`config.mk`:
```
export PLATFORM = sky130hd
export DESIGN_NAME = rstwd_top
export DESIGN_NICKNAME = d
export VERILOG_FILES = /design/src/shared/rstwd_pkg.sv /design/src/rtl/rstwd_top.sv /design/src/rtl/rstwd_filter.sv
export SDC_FILE = /design/constraint.sdc
export NUM_CORES = 1
export LEC_CHECK = 0
export ABC_AREA = 1
export BUFFER_PORTS_ARGS = -buffer_cell sky130_fd_sc_hd__buf_2
export CORE_MARGIN = 5
export CORE_UTILIZATION = 60
export DETAILED_ROUTE_END_ITERATION = 16
export PLACE_DENSITY = 0.82
export SLEW_MARGIN = 20
export SYNTH_ARGS = -nofsm -noshare
export SYNTH_HDL_FRONTEND = slang
export SYNTH_SLANG_ARGS = --single-unit
```
`constraint.sdc`:
```
create_clock -name i_sys_clk -period 3.55 [get_ports i_sys_clk]
set_input_delay 0.1775 -clock i_sys_clk [delete_from_list [all_inputs] [get_ports i_sys_clk]]
set_output_delay 0.1775 -clock i_sys_clk [all_outputs]
set_load 0.02 [all_outputs]
```
`src/shared/rstwd_pkg.sv`:
```
// package: register map, field positions, timing constants and bus carriers for reset/watchdog
// What this block does
// - Pin held low past minimum width resets the chip, even without clock.
// - Pin release starts the delay counter; processor freed after time-out period.
// - Enabled brown-out resets at once; its release restarts after time-out delay.
// - Brown-out level from 3-bit fuse; 110, 101, 100 usable, others reserved.
// - Supply drop counts as brown-out only after about 2 us filter width.
// - Watchdog expiry gives one-clock reset pulse; delay starts at its falling edge.
// - Bit 4 flags scan-chain reset; cleared by power-on or writing zero.
// - Bit 3 flags watchdog reset; cleared by power-on or writing zero.
// - Bit 2 flags brown-out reset; cleared by power-on or writing zero.
// - Bit 1 flags pin reset; cleared by power-on or writing zero.
// - Bit 0 flags power-on reset; cleared only by writing zero.
// - Reference on when brown-out enabled, comparator select set, or converter enabled.
// - Watchdog counter counts a separate nominal 1 MHz oscillator tick; the code divides this tick down from the system clock.
// - Watchdog counter clears on restart, on disable, and on chip reset.
// - Eight selectable periods; unrestarted expiry resets the chip.
// - Fuse selects safety level: level 1 starts off, level 2 always on.
// - Watchdog control bits 7 to 5 read as zero.
// - Disable or period change only while change-enable set; it self-clears after four clocks.
// - Prescale codes 000 to 111 give 16K through 2048K oscillator cycles.
// - Timed sequence: write change-enable with enable, then new values within four cycles.
// - In level 2 the enable bit reads one and writes to it are ignored.
package rstwd_pkg;
	// register byte offsets on the wishbone slave
	localparam logic [3:0] RSTWD_ADDR_STATUS = 4'h0;
	localparam logic [3:0] RSTWD_ADDR_WDCTL  = 4'h4;
	// status field positions
	localparam int RSTWD_POS_POR  = 0;
	localparam int RSTWD_POS_PIN  = 1;
	localparam int RSTWD_POS_BOD  = 2;
	localparam int RSTWD_POS_WDT  = 3;
	localparam int RSTWD_POS_SCAN = 4;
	// watchdog control field positions
	localparam int RSTWD_POS_WATCHDOG_CHANGE_ENABLE = 4;
	localparam int RSTWD_POS_WDE  = 3;
	// reset values
	localparam logic [7:0] RSTWD_STATUS_RST = 8'h01;
	localparam logic [2:0] RSTWD_WDP_RST    = 3'h0;
	// brown-out level fuse codes
	localparam logic [2:0] RSTWD_BOD_LVL_LO  = 3'h6;
	localparam logic [2:0] RSTWD_BOD_LVL_MID = 3'h5;
	localparam logic [2:0] RSTWD_BOD_LVL_HI  = 3'h4;
	// timing
	localparam int RSTWD_CLK_MHZ        = 200;
	localparam int RSTWD_BOD_FILTER_NS  = 2000;
	localparam int RSTWD_BOD_FILTER_CYC = (RSTWD_BOD_FILTER_NS * RSTWD_CLK_MHZ + 999) / 1000;
	localparam int RSTWD_WDOSC_MHZ      = 1;
	localparam int RSTWD_WDOSC_DIV      = RSTWD_CLK_MHZ / RSTWD_WDOSC_MHZ;
	localparam int RSTWD_WATCHDOG_CHANGE_ENABLE_CYC       = 4;
	localparam int RSTWD_WDT_BASE       = 16384;
	// wishbone request carrier
	typedef struct packed {
		logic       cyc;
		logic       stb;
		logic       we;
		logic [3:0] adr;
		logic       sel;
		logic [7:0] dat;
	} rstwd_wb_req_t;
endpackage : rstwd_pkg

```
`src/rtl/rstwd_top.sv`:
```
// module: reset source combiner, delay counter, cause flags and watchdog timer
`timescale 1ns/1ps
module rstwd_top #(
	parameter int TOUT_W   = 20,
	parameter int WDT_BASE = rstwd_pkg::RSTWD_WDT_BASE,
	parameter int OSC_DIV  = rstwd_pkg::RSTWD_WDOSC_DIV
) (
	input  wire logic                    i_sys_clk,
	input  wire logic                    i_rst_n,
	input  wire logic                    i_pin_reset_n,
	input  wire logic                    i_supply_low,
	input  wire logic                    i_scan_reset,
	input  wire logic [2:0]              i_brownout_level_fuse,
	input  wire logic                    i_watchdog_always_on_fuse,
	input  wire logic [TOUT_W-1:0]       i_timeout_cycles,
	input  wire logic                    i_wdt_restart,
	input  wire logic                    i_comparator_bandgap_select,
	input  wire logic                    i_adc_enable,
	input  wire rstwd_pkg::rstwd_wb_req_t i_wb,
	output logic [7:0]                   o_wb_dat,
	output logic                         o_wb_ack,
	output logic                         o_chip_reset,
	output logic                         o_bandgap_enable,
	output logic                         o_brownout_active
);
	import rstwd_pkg::*;

	localparam int WCW = $clog2(WDT_BASE) + 8;
	localparam int DVW = $clog2(OSC_DIV + 1);

	// fuse decode: only three codes enable the detector
	logic bod_en;
	assign bod_en = (i_brownout_level_fuse == RSTWD_BOD_LVL_LO)
		| (i_brownout_level_fuse == RSTWD_BOD_LVL_MID)
		| (i_brownout_level_fuse == RSTWD_BOD_LVL_HI);

	// supply-low persistence filter
	logic bod_filt;
	rstwd_filter #(
		.CYCLES(RSTWD_BOD_FILTER_CYC)
	) u_bod_filter (
		.i_sys_clk(i_sys_clk),
		.i_rst_n  (i_rst_n),
		.i_level  (i_supply_low & bod_en),
		.o_level  (bod_filt)
	);

	logic bod_src;
	assign bod_src = bod_filt & bod_en;

	// watchdog state
	logic       wde_q;
	logic [2:0] wdp_q;
	logic       watchdog_change_enable_q;
	logic [2:0] watchdog_change_enable_cnt_q;
	logic [WCW-1:0] wcnt_q;
	logic [DVW-1:0] div_q;
	logic       wdt_pulse_q;
	logic       chip_rst_q;
	logic [TOUT_W-1:0] tout_q;
	logic       por_done_q;
	logic       lvl2;
	assign lvl2 = i_watchdog_always_on_fuse;

	// any active source; pin and power-on stay a source for one clocked edge after
	// their async release, otherwise the delay counter would never load the time-out
	logic src_active;
	logic pin_seen_q;
	assign src_active = !i_pin_reset_n | pin_seen_q | !por_done_q | bod_src | i_scan_reset
		| wdt_pulse_q;

	// pin reset also forces reset asynchronously, so no clock is needed
	logic pin_async_rst_n;
	assign pin_async_rst_n = i_rst_n & i_pin_reset_n;

	// delay counter: loads while any source active, counts down after release
	always_ff @(posedge i_sys_clk or negedge pin_async_rst_n) begin
		if (!pin_async_rst_n) begin
			tout_q     <= '0;
			chip_rst_q <= 1'b1;
		end else if (src_active) begin
			tout_q     <= i_timeout_cycles;
			chip_rst_q <= 1'b1;
		end else if (tout_q != '0) begin
			tout_q     <= tout_q - TOUT_W'(1);
			chip_rst_q <= 1'b1;
		end else begin
			chip_rst_q <= 1'b0;
		end
	end

	assign o_chip_reset = chip_rst_q;

	// bus decode
	logic bus_hit;
	logic wr_stat;
	logic wr_ctl;
	assign bus_hit = i_wb.cyc & i_wb.stb & !o_wb_ack;
	assign wr_stat = bus_hit & i_wb.we & i_wb.sel & (i_wb.adr == RSTWD_ADDR_STATUS);
	assign wr_ctl  = bus_hit & i_wb.we & i_wb.sel & (i_wb.adr == RSTWD_ADDR_WDCTL);

	// cause flags: hardware set wins over software clear of the same bit
	logic [4:0] flags_q;
	always_ff @(posedge i_sys_clk or negedge i_rst_n) begin
		if (!i_rst_n) begin
			flags_q    <= RSTWD_STATUS_RST[4:0];
			pin_seen_q <= 1'b0;
		end else begin
			pin_seen_q <= !i_pin_reset_n;
			for (int b = 0; b < 5; b++) begin
				if (wr_stat && !i_wb.dat[b])
					flags_q[b] <= 1'b0;
			end
			if (!i_pin_reset_n || pin_seen_q)
				flags_q[RSTWD_POS_PIN] <= 1'b1;
			if (bod_src)
				flags_q[RSTWD_POS_BOD] <= 1'b1;
			if (wdt_pulse_q)
				flags_q[RSTWD_POS_WDT] <= 1'b1;
			if (i_scan_reset)
				flags_q[RSTWD_POS_SCAN] <= 1'b1;
		end
	end

	// the watchdog is cleared on chip reset, disable, or restart command
	logic wdt_clr;
	logic wde_eff;
	assign wde_eff = wde_q | lvl2;
	assign wdt_clr = chip_rst_q | !wde_eff | i_wdt_restart;

	// watchdog control: timed sequence gates disable and period change
	logic wr_arm;
	assign wr_arm = wr_ctl & i_wb.dat[RSTWD_POS_WATCHDOG_CHANGE_ENABLE] & i_wb.dat[RSTWD_POS_WDE];
	always_ff @(posedge i_sys_clk or negedge i_rst_n) begin
		if (!i_rst_n) begin
			wde_q      <= 1'b0;
			wdp_q      <= RSTWD_WDP_RST;
			watchdog_change_enable_q     <= 1'b0;
			watchdog_change_enable_cnt_q <= '0;
		end else if (chip_rst_q) begin
			wde_q      <= 1'b0;
			wdp_q      <= RSTWD_WDP_RST;
			watchdog_change_enable_q     <= 1'b0;
			watchdog_change_enable_cnt_q <= '0;
		end else if (wr_ctl && watchdog_change_enable_q) begin
			// second step of sequence; change-enable drops either way
			watchdog_change_enable_q <= 1'b0;
			if (!lvl2)
				wde_q <= i_wb.dat[RSTWD_POS_WDE];
			wdp_q <= i_wb.dat[2:0];
		end else if (wr_arm) begin
			watchdog_change_enable_q     <= 1'b1;
			watchdog_change_enable_cnt_q <= 3'(RSTWD_WATCHDOG_CHANGE_ENABLE_CYC);
			wde_q      <= 1'b1;
		end else begin
			if (wr_ctl && i_wb.dat[RSTWD_POS_WDE])
				wde_q <= 1'b1;
			if (watchdog_change_enable_q) begin
				if (watchdog_change_enable_cnt_q <= 3'h1)
					watchdog_change_enable_q <= 1'b0;
				watchdog_change_enable_cnt_q <= watchdog_change_enable_cnt_q - 3'h1;
			end
		end
	end

	// 1 MHz oscillator tick derived by divider from the system clock
	logic osc_tick;
	assign osc_tick = (div_q == DVW'(OSC_DIV - 1));
	always_ff @(posedge i_sys_clk or negedge i_rst_n) begin
		if (!i_rst_n)
			div_q <= '0;
		else if (osc_tick)
			div_q <= '0;
		else
			div_q <= div_q + DVW'(1);
	end

	// watchdog counter and one-clock expiry pulse
	logic [WCW-1:0] wlimit;
	assign wlimit = WCW'(WDT_BASE) << wdp_q;
	always_ff @(posedge i_sys_clk or negedge i_rst_n) begin
		if (!i_rst_n) begin
			wcnt_q      <= '0;
			wdt_pulse_q <= 1'b0;
		end else if (wdt_clr) begin
			wcnt_q      <= '0;
			wdt_pulse_q <= 1'b0;
		end else if (osc_tick) begin
			if (wcnt_q >= wlimit - WCW'(1)) begin
				wcnt_q      <= '0;
				wdt_pulse_q <= 1'b1;
			end else begin
				wcnt_q      <= wcnt_q + WCW'(1);
				wdt_pulse_q <= 1'b0;
			end
		end else begin
			wdt_pulse_q <= 1'b0;
		end
	end

	// bus slave: single-cycle ack, unmapped reads return zero
	always_ff @(posedge i_sys_clk or negedge i_rst_n) begin
		if (!i_rst_n) begin
			o_wb_ack <= 1'b0;
			o_wb_dat <= 8'h00;
		end else begin
			o_wb_ack <= bus_hit;
			if (bus_hit && !i_wb.we) begin
				case (i_wb.adr)
					RSTWD_ADDR_STATUS: o_wb_dat <= {3'h0, flags_q};
					RSTWD_ADDR_WDCTL:  o_wb_dat <= {3'h0, watchdog_change_enable_q, wde_eff, wdp_q};
					default:           o_wb_dat <= 8'h00;
				endcase
			end
		end
	end

	// bandgap enable and brown-out indicator, registered
	always_ff @(posedge i_sys_clk or negedge i_rst_n) begin
		if (!i_rst_n) begin
			o_bandgap_enable  <= 1'b0;
			o_brownout_active <= 1'b0;
			por_done_q        <= 1'b0;
		end else begin
			o_bandgap_enable  <= bod_en | i_comparator_bandgap_select | i_adc_enable;
			o_brownout_active <= bod_src;
			por_done_q        <= 1'b1;
		end
	end
endmodule : rstwd_top

```
`src/rtl/rstwd_filter.sv`:
```
// module: persistence filter, output rises only after input held high for a count
`timescale 1ns/1ps
module rstwd_filter #(
	parameter int CYCLES = 400
) (
	input  wire logic i_sys_clk,
	input  wire logic i_rst_n,
	input  wire logic i_level,
	output logic      o_level
);
	import rstwd_pkg::*;
	localparam int CW = $clog2(CYCLES + 1);
	logic [CW-1:0] cnt_q;
	// counter saturates; any drop restarts the wait
	always_ff @(posedge i_sys_clk or negedge i_rst_n) begin
		if (!i_rst_n) begin
			cnt_q   <= '0;
			o_level <= 1'b0;
		end else if (!i_level) begin
			cnt_q   <= '0;
			o_level <= 1'b0;
		end else if (cnt_q >= CW'(CYCLES - 1)) begin
			o_level <= 1'b1;
		end else begin
			cnt_q <= cnt_q + CW'(1);
		end
	end
endmodule : rstwd_filter

```
==> results.txt <==
CTS sink count: 85
IO buf count: 53
Antenna-violating nets left: 0
Clk_skew: 0.0146 ns
Setup Viol. Count Final: 0
Antenna violations before repair: 0
DR pass1 iterations: 6
Routed WL: 11.2 mm
Yosys top cell area share: 41.4%
Reg2Reg Launch Point: wdp_q[1]
Layout cell share with drive strength beyond 1: 12.1%
Leakage: 2.77 nW
Total CTS buffers: 9
R2r worst-path depth: 13
Max stage delay on crit path: 0.48 ns
Top_reg_cell synth: dfrtp_1
Most common cell after layout, fill and taps aside: nand2_1
# diodes: 0
Slew HR: 45.3%
Root buffer cell: clkbuf_8
Measured slew at the worst slew-check pin: 0.820 ns
First-pass GRT wire length: 19.1 mm
Area delta synth->final: 11.3%
Final nets: 820
Cells after Synth: 697
Sequential fraction of design power: 53.7%
Chip Width: 101 um
Height of the chip: 101 um
Sw frac: 25.8%
Hpwl dp: 8.47 mm
CP most frequent cell: nand2_1
Yosys cell types: 33
Number of global-route vias before repair: 4430
Initial core utilization: 61.4%
Max Freq: 0.423 GHz
GRT Total Usage: 22.8%
Slew Viols, Final: 0
Final min period: 2.36 ns
Setup TNS: 0 ns
Clock Pin Slew Worst Setup and Hold Paths: 0.09 ns
CP Cell Sequence: inv_1 -> a21oi_1 -> o21ai_0 -> ha_1 -> nand2_1 -> a21oi_1 -> nor2_1 -> nand2_1 -> nor2_2 -> nand2_2 -> inv_1 -> nand2_1 -> nand2_1
Core area: 8180 sq um
Iteration-0 DRC Markers: 184
Final instance area: 5590 sq um
Worst Setup End Kind: flop
Io pins: 60
Routed via count: 4602
Worst-path fanout max: 10
GPL Wtd Cong: 0.906
Worst skew pair latency: 0.36 ns
Final Hold Viols: 0
Buf/Inv on CP: 2
IR drop worst, VDD: 0.000201 V
CP arrival: 2.66 ns
Post-CTS setup buffers: 0
Hold path cells: 3
Die area: 10300 sq um
R2r setup slk: 1.19 ns
Power per cell area: 340 nW/um^2
Post-Syn Area: 5020 sq um
Crit start category: flop
Clk pwr share: 37.1%
H-Tree Level Count: 3
Vias per cell: 5.30
Crit path max-delay family: simple AND/OR/NAND/NOR gates
Hold slack final: 0.00819 ns
Seq/Total Area, Yosys: 42.4%
Syn_area_per_cell: 7.20 sq um
Period utilisation layout: 66.5%
Yosys top cell by area: dfrtp_1
DRC violations left: 0
Total Power: 1.90 mW
CTS Buffer Depth: 2
RSZ-0062 raised after global routing: no
Synth warn: 0
NetSw: 0.490 mW
Min-Delay Endpoint: o_bandgap_enable
Synth Register Bits: 85
Largest cells by area after synthesis: dfrtp_1, nand2_1, nor2_1
GRT overflow: 0
CTS tree: yes
P_int: 1.41 mW
Slowest cell on crit path: dfrtp_1
WL/cell: 12.9 um
Max-capacitance violation count: 0
Reg2reg end: wcnt_q[20]
Synth async-reset ratio: 100%
Area of placed instances: 5380 sq um
Worst Min Path Start: i_adc_enable
Row count: 33
Status: completed
Post-synth EDFFs: 0
Largest net degree at the start of global routing: 65
Most frequent cells in the layout: nand2_1, nor2_1, dfrtp_1
Crit path kind: flop to flop
Comb pwr share: 9.2%
Required time worst endpoint: 3.84 ns
Hold crit path type: input port to flop
## worst min-delay path: cells and delay by family
family / cells / cell delay (ns)
buf+inv: 1 / 0.07
simple gates: 2 / 0.08
## flip-flops by register name, summed over array words and instances (netlist names)
register and count:
div_q 8, o_wb_dat 5, flags_q 5, por_done_q 1, o_brownout_active 1, o_wb_ack 1
wdp_q 3, o_chip_reset 1, wdt_pulse_q 1, watchdog_change_enable_cnt_q 3, o_bandgap_enable 1, wde_q 1
u_bod_filter.cnt_q 9, tout_q 20, watchdog_change_enable_q 1, wcnt_q 22, u_bod_filter.o_level 1, pin_seen_q 1
## what timing repair did
item / in CTS / in global routing
endpoints found under the setup margin: 0 / 0
resized for setup: 0 / 0
hold endpoints to repair: 1 / 0
hold buffers: 1 / 0
## how the worst max path moves through the flow
stage | from | endpoint | cells after the start
CTS | wdp_q[1] | wcnt_q[20] | 13
finish | wdp_q[1] | wcnt_q[20] | 13
floorplan | wdp_q[1] | wcnt_q[19] | 13
detailed placement | wdp_q[1] | wcnt_q[20] | 13
global placement | wdp_q[1] | wcnt_q[1] | 13
global route | wdp_q[1] | wcnt_q[19] | 13
## routing by layer
metal	wire, um	part of all wire (%)	up-vias	track usage [%]
met5	0	0	-	0
li1	-	-	2322	-
met1	5000	45	2151	30.0
met2	5490	49	111	39.3
met4	201	1.8	0	7.77
met3	519	4.6	18	2.62
## cell usage after synthesis (2+ instances only)
cell type and n:
o21ai_1 2, o21ai_0 35, or2_2 3, xor2_1 17, nor2_4 2, nand2_2 2
nor3_1 8, nand2_4 2, dfstp_2 2, ha_1 14, buf_6 2, buf_4 3
xnor2_1 7, nor2_1 132, inv_1 80, nand3_1 48, conb_1 2, a31oi_1 5
a21oi_1 18, inv_2 3, nand3b_1 2, buf_2 4, dfrtp_1 83, nand4_1 23
nand2_1 186, nor2_2 5
## power by group through the flow
stage | Combinational [mW] | Clock (mW) | Sequential (mW)
floorplan | 0.0882 | 0 | 1.05
global route | 0.198 | 0.745 | 1.02
global placement | 0.170 | 0 | 1.04
CTS | 0.177 | 0.716 | 1.02
finish | 0.175 | 0.704 | 1.02
detailed placement | 0.175 | 0 | 1.04
## cell type report
class	instances	area [sq um]
fill	705	2590
multi-input combinational	523	2530
sequential	85	2130
inverter	83	312
timing repair buffer	56	290
clock buffer	11	141
tap	105	131
clock inverter	5	57.6
## stage by stage
| stage | utilization [%] | cells | setup slack [ns] |
|---|---|---|---|
| 4_1_cts | 68.4 | 868 | 1.19 |
| 5_1_grt | 68.4 | 868 | 0.896 |
| 3_5_place_dp | 65.8 | 851 | 1.24 |
| 3_3_place_gp | 65.8 | 851 | 1.31 |
| 2_1_floorplan | - | 700 | 1.66 |
| 6_report | 68.4 | 868 | 1.19 |
## kinds of logic (layout without fill, tap and decap cells)
kind of cell,Yosys count,in the layout,synth area share (%)
buf+inv,92,155,7.50
flops,85,85,42.4
fa+ha+maj,14,14,3.49
simple gates,416,416,35.2
compound gates,63,63,6.70
xor+xnor,25,25,4.51
other cells,2,5,0.150
Power figures use the tool's default switching activity.
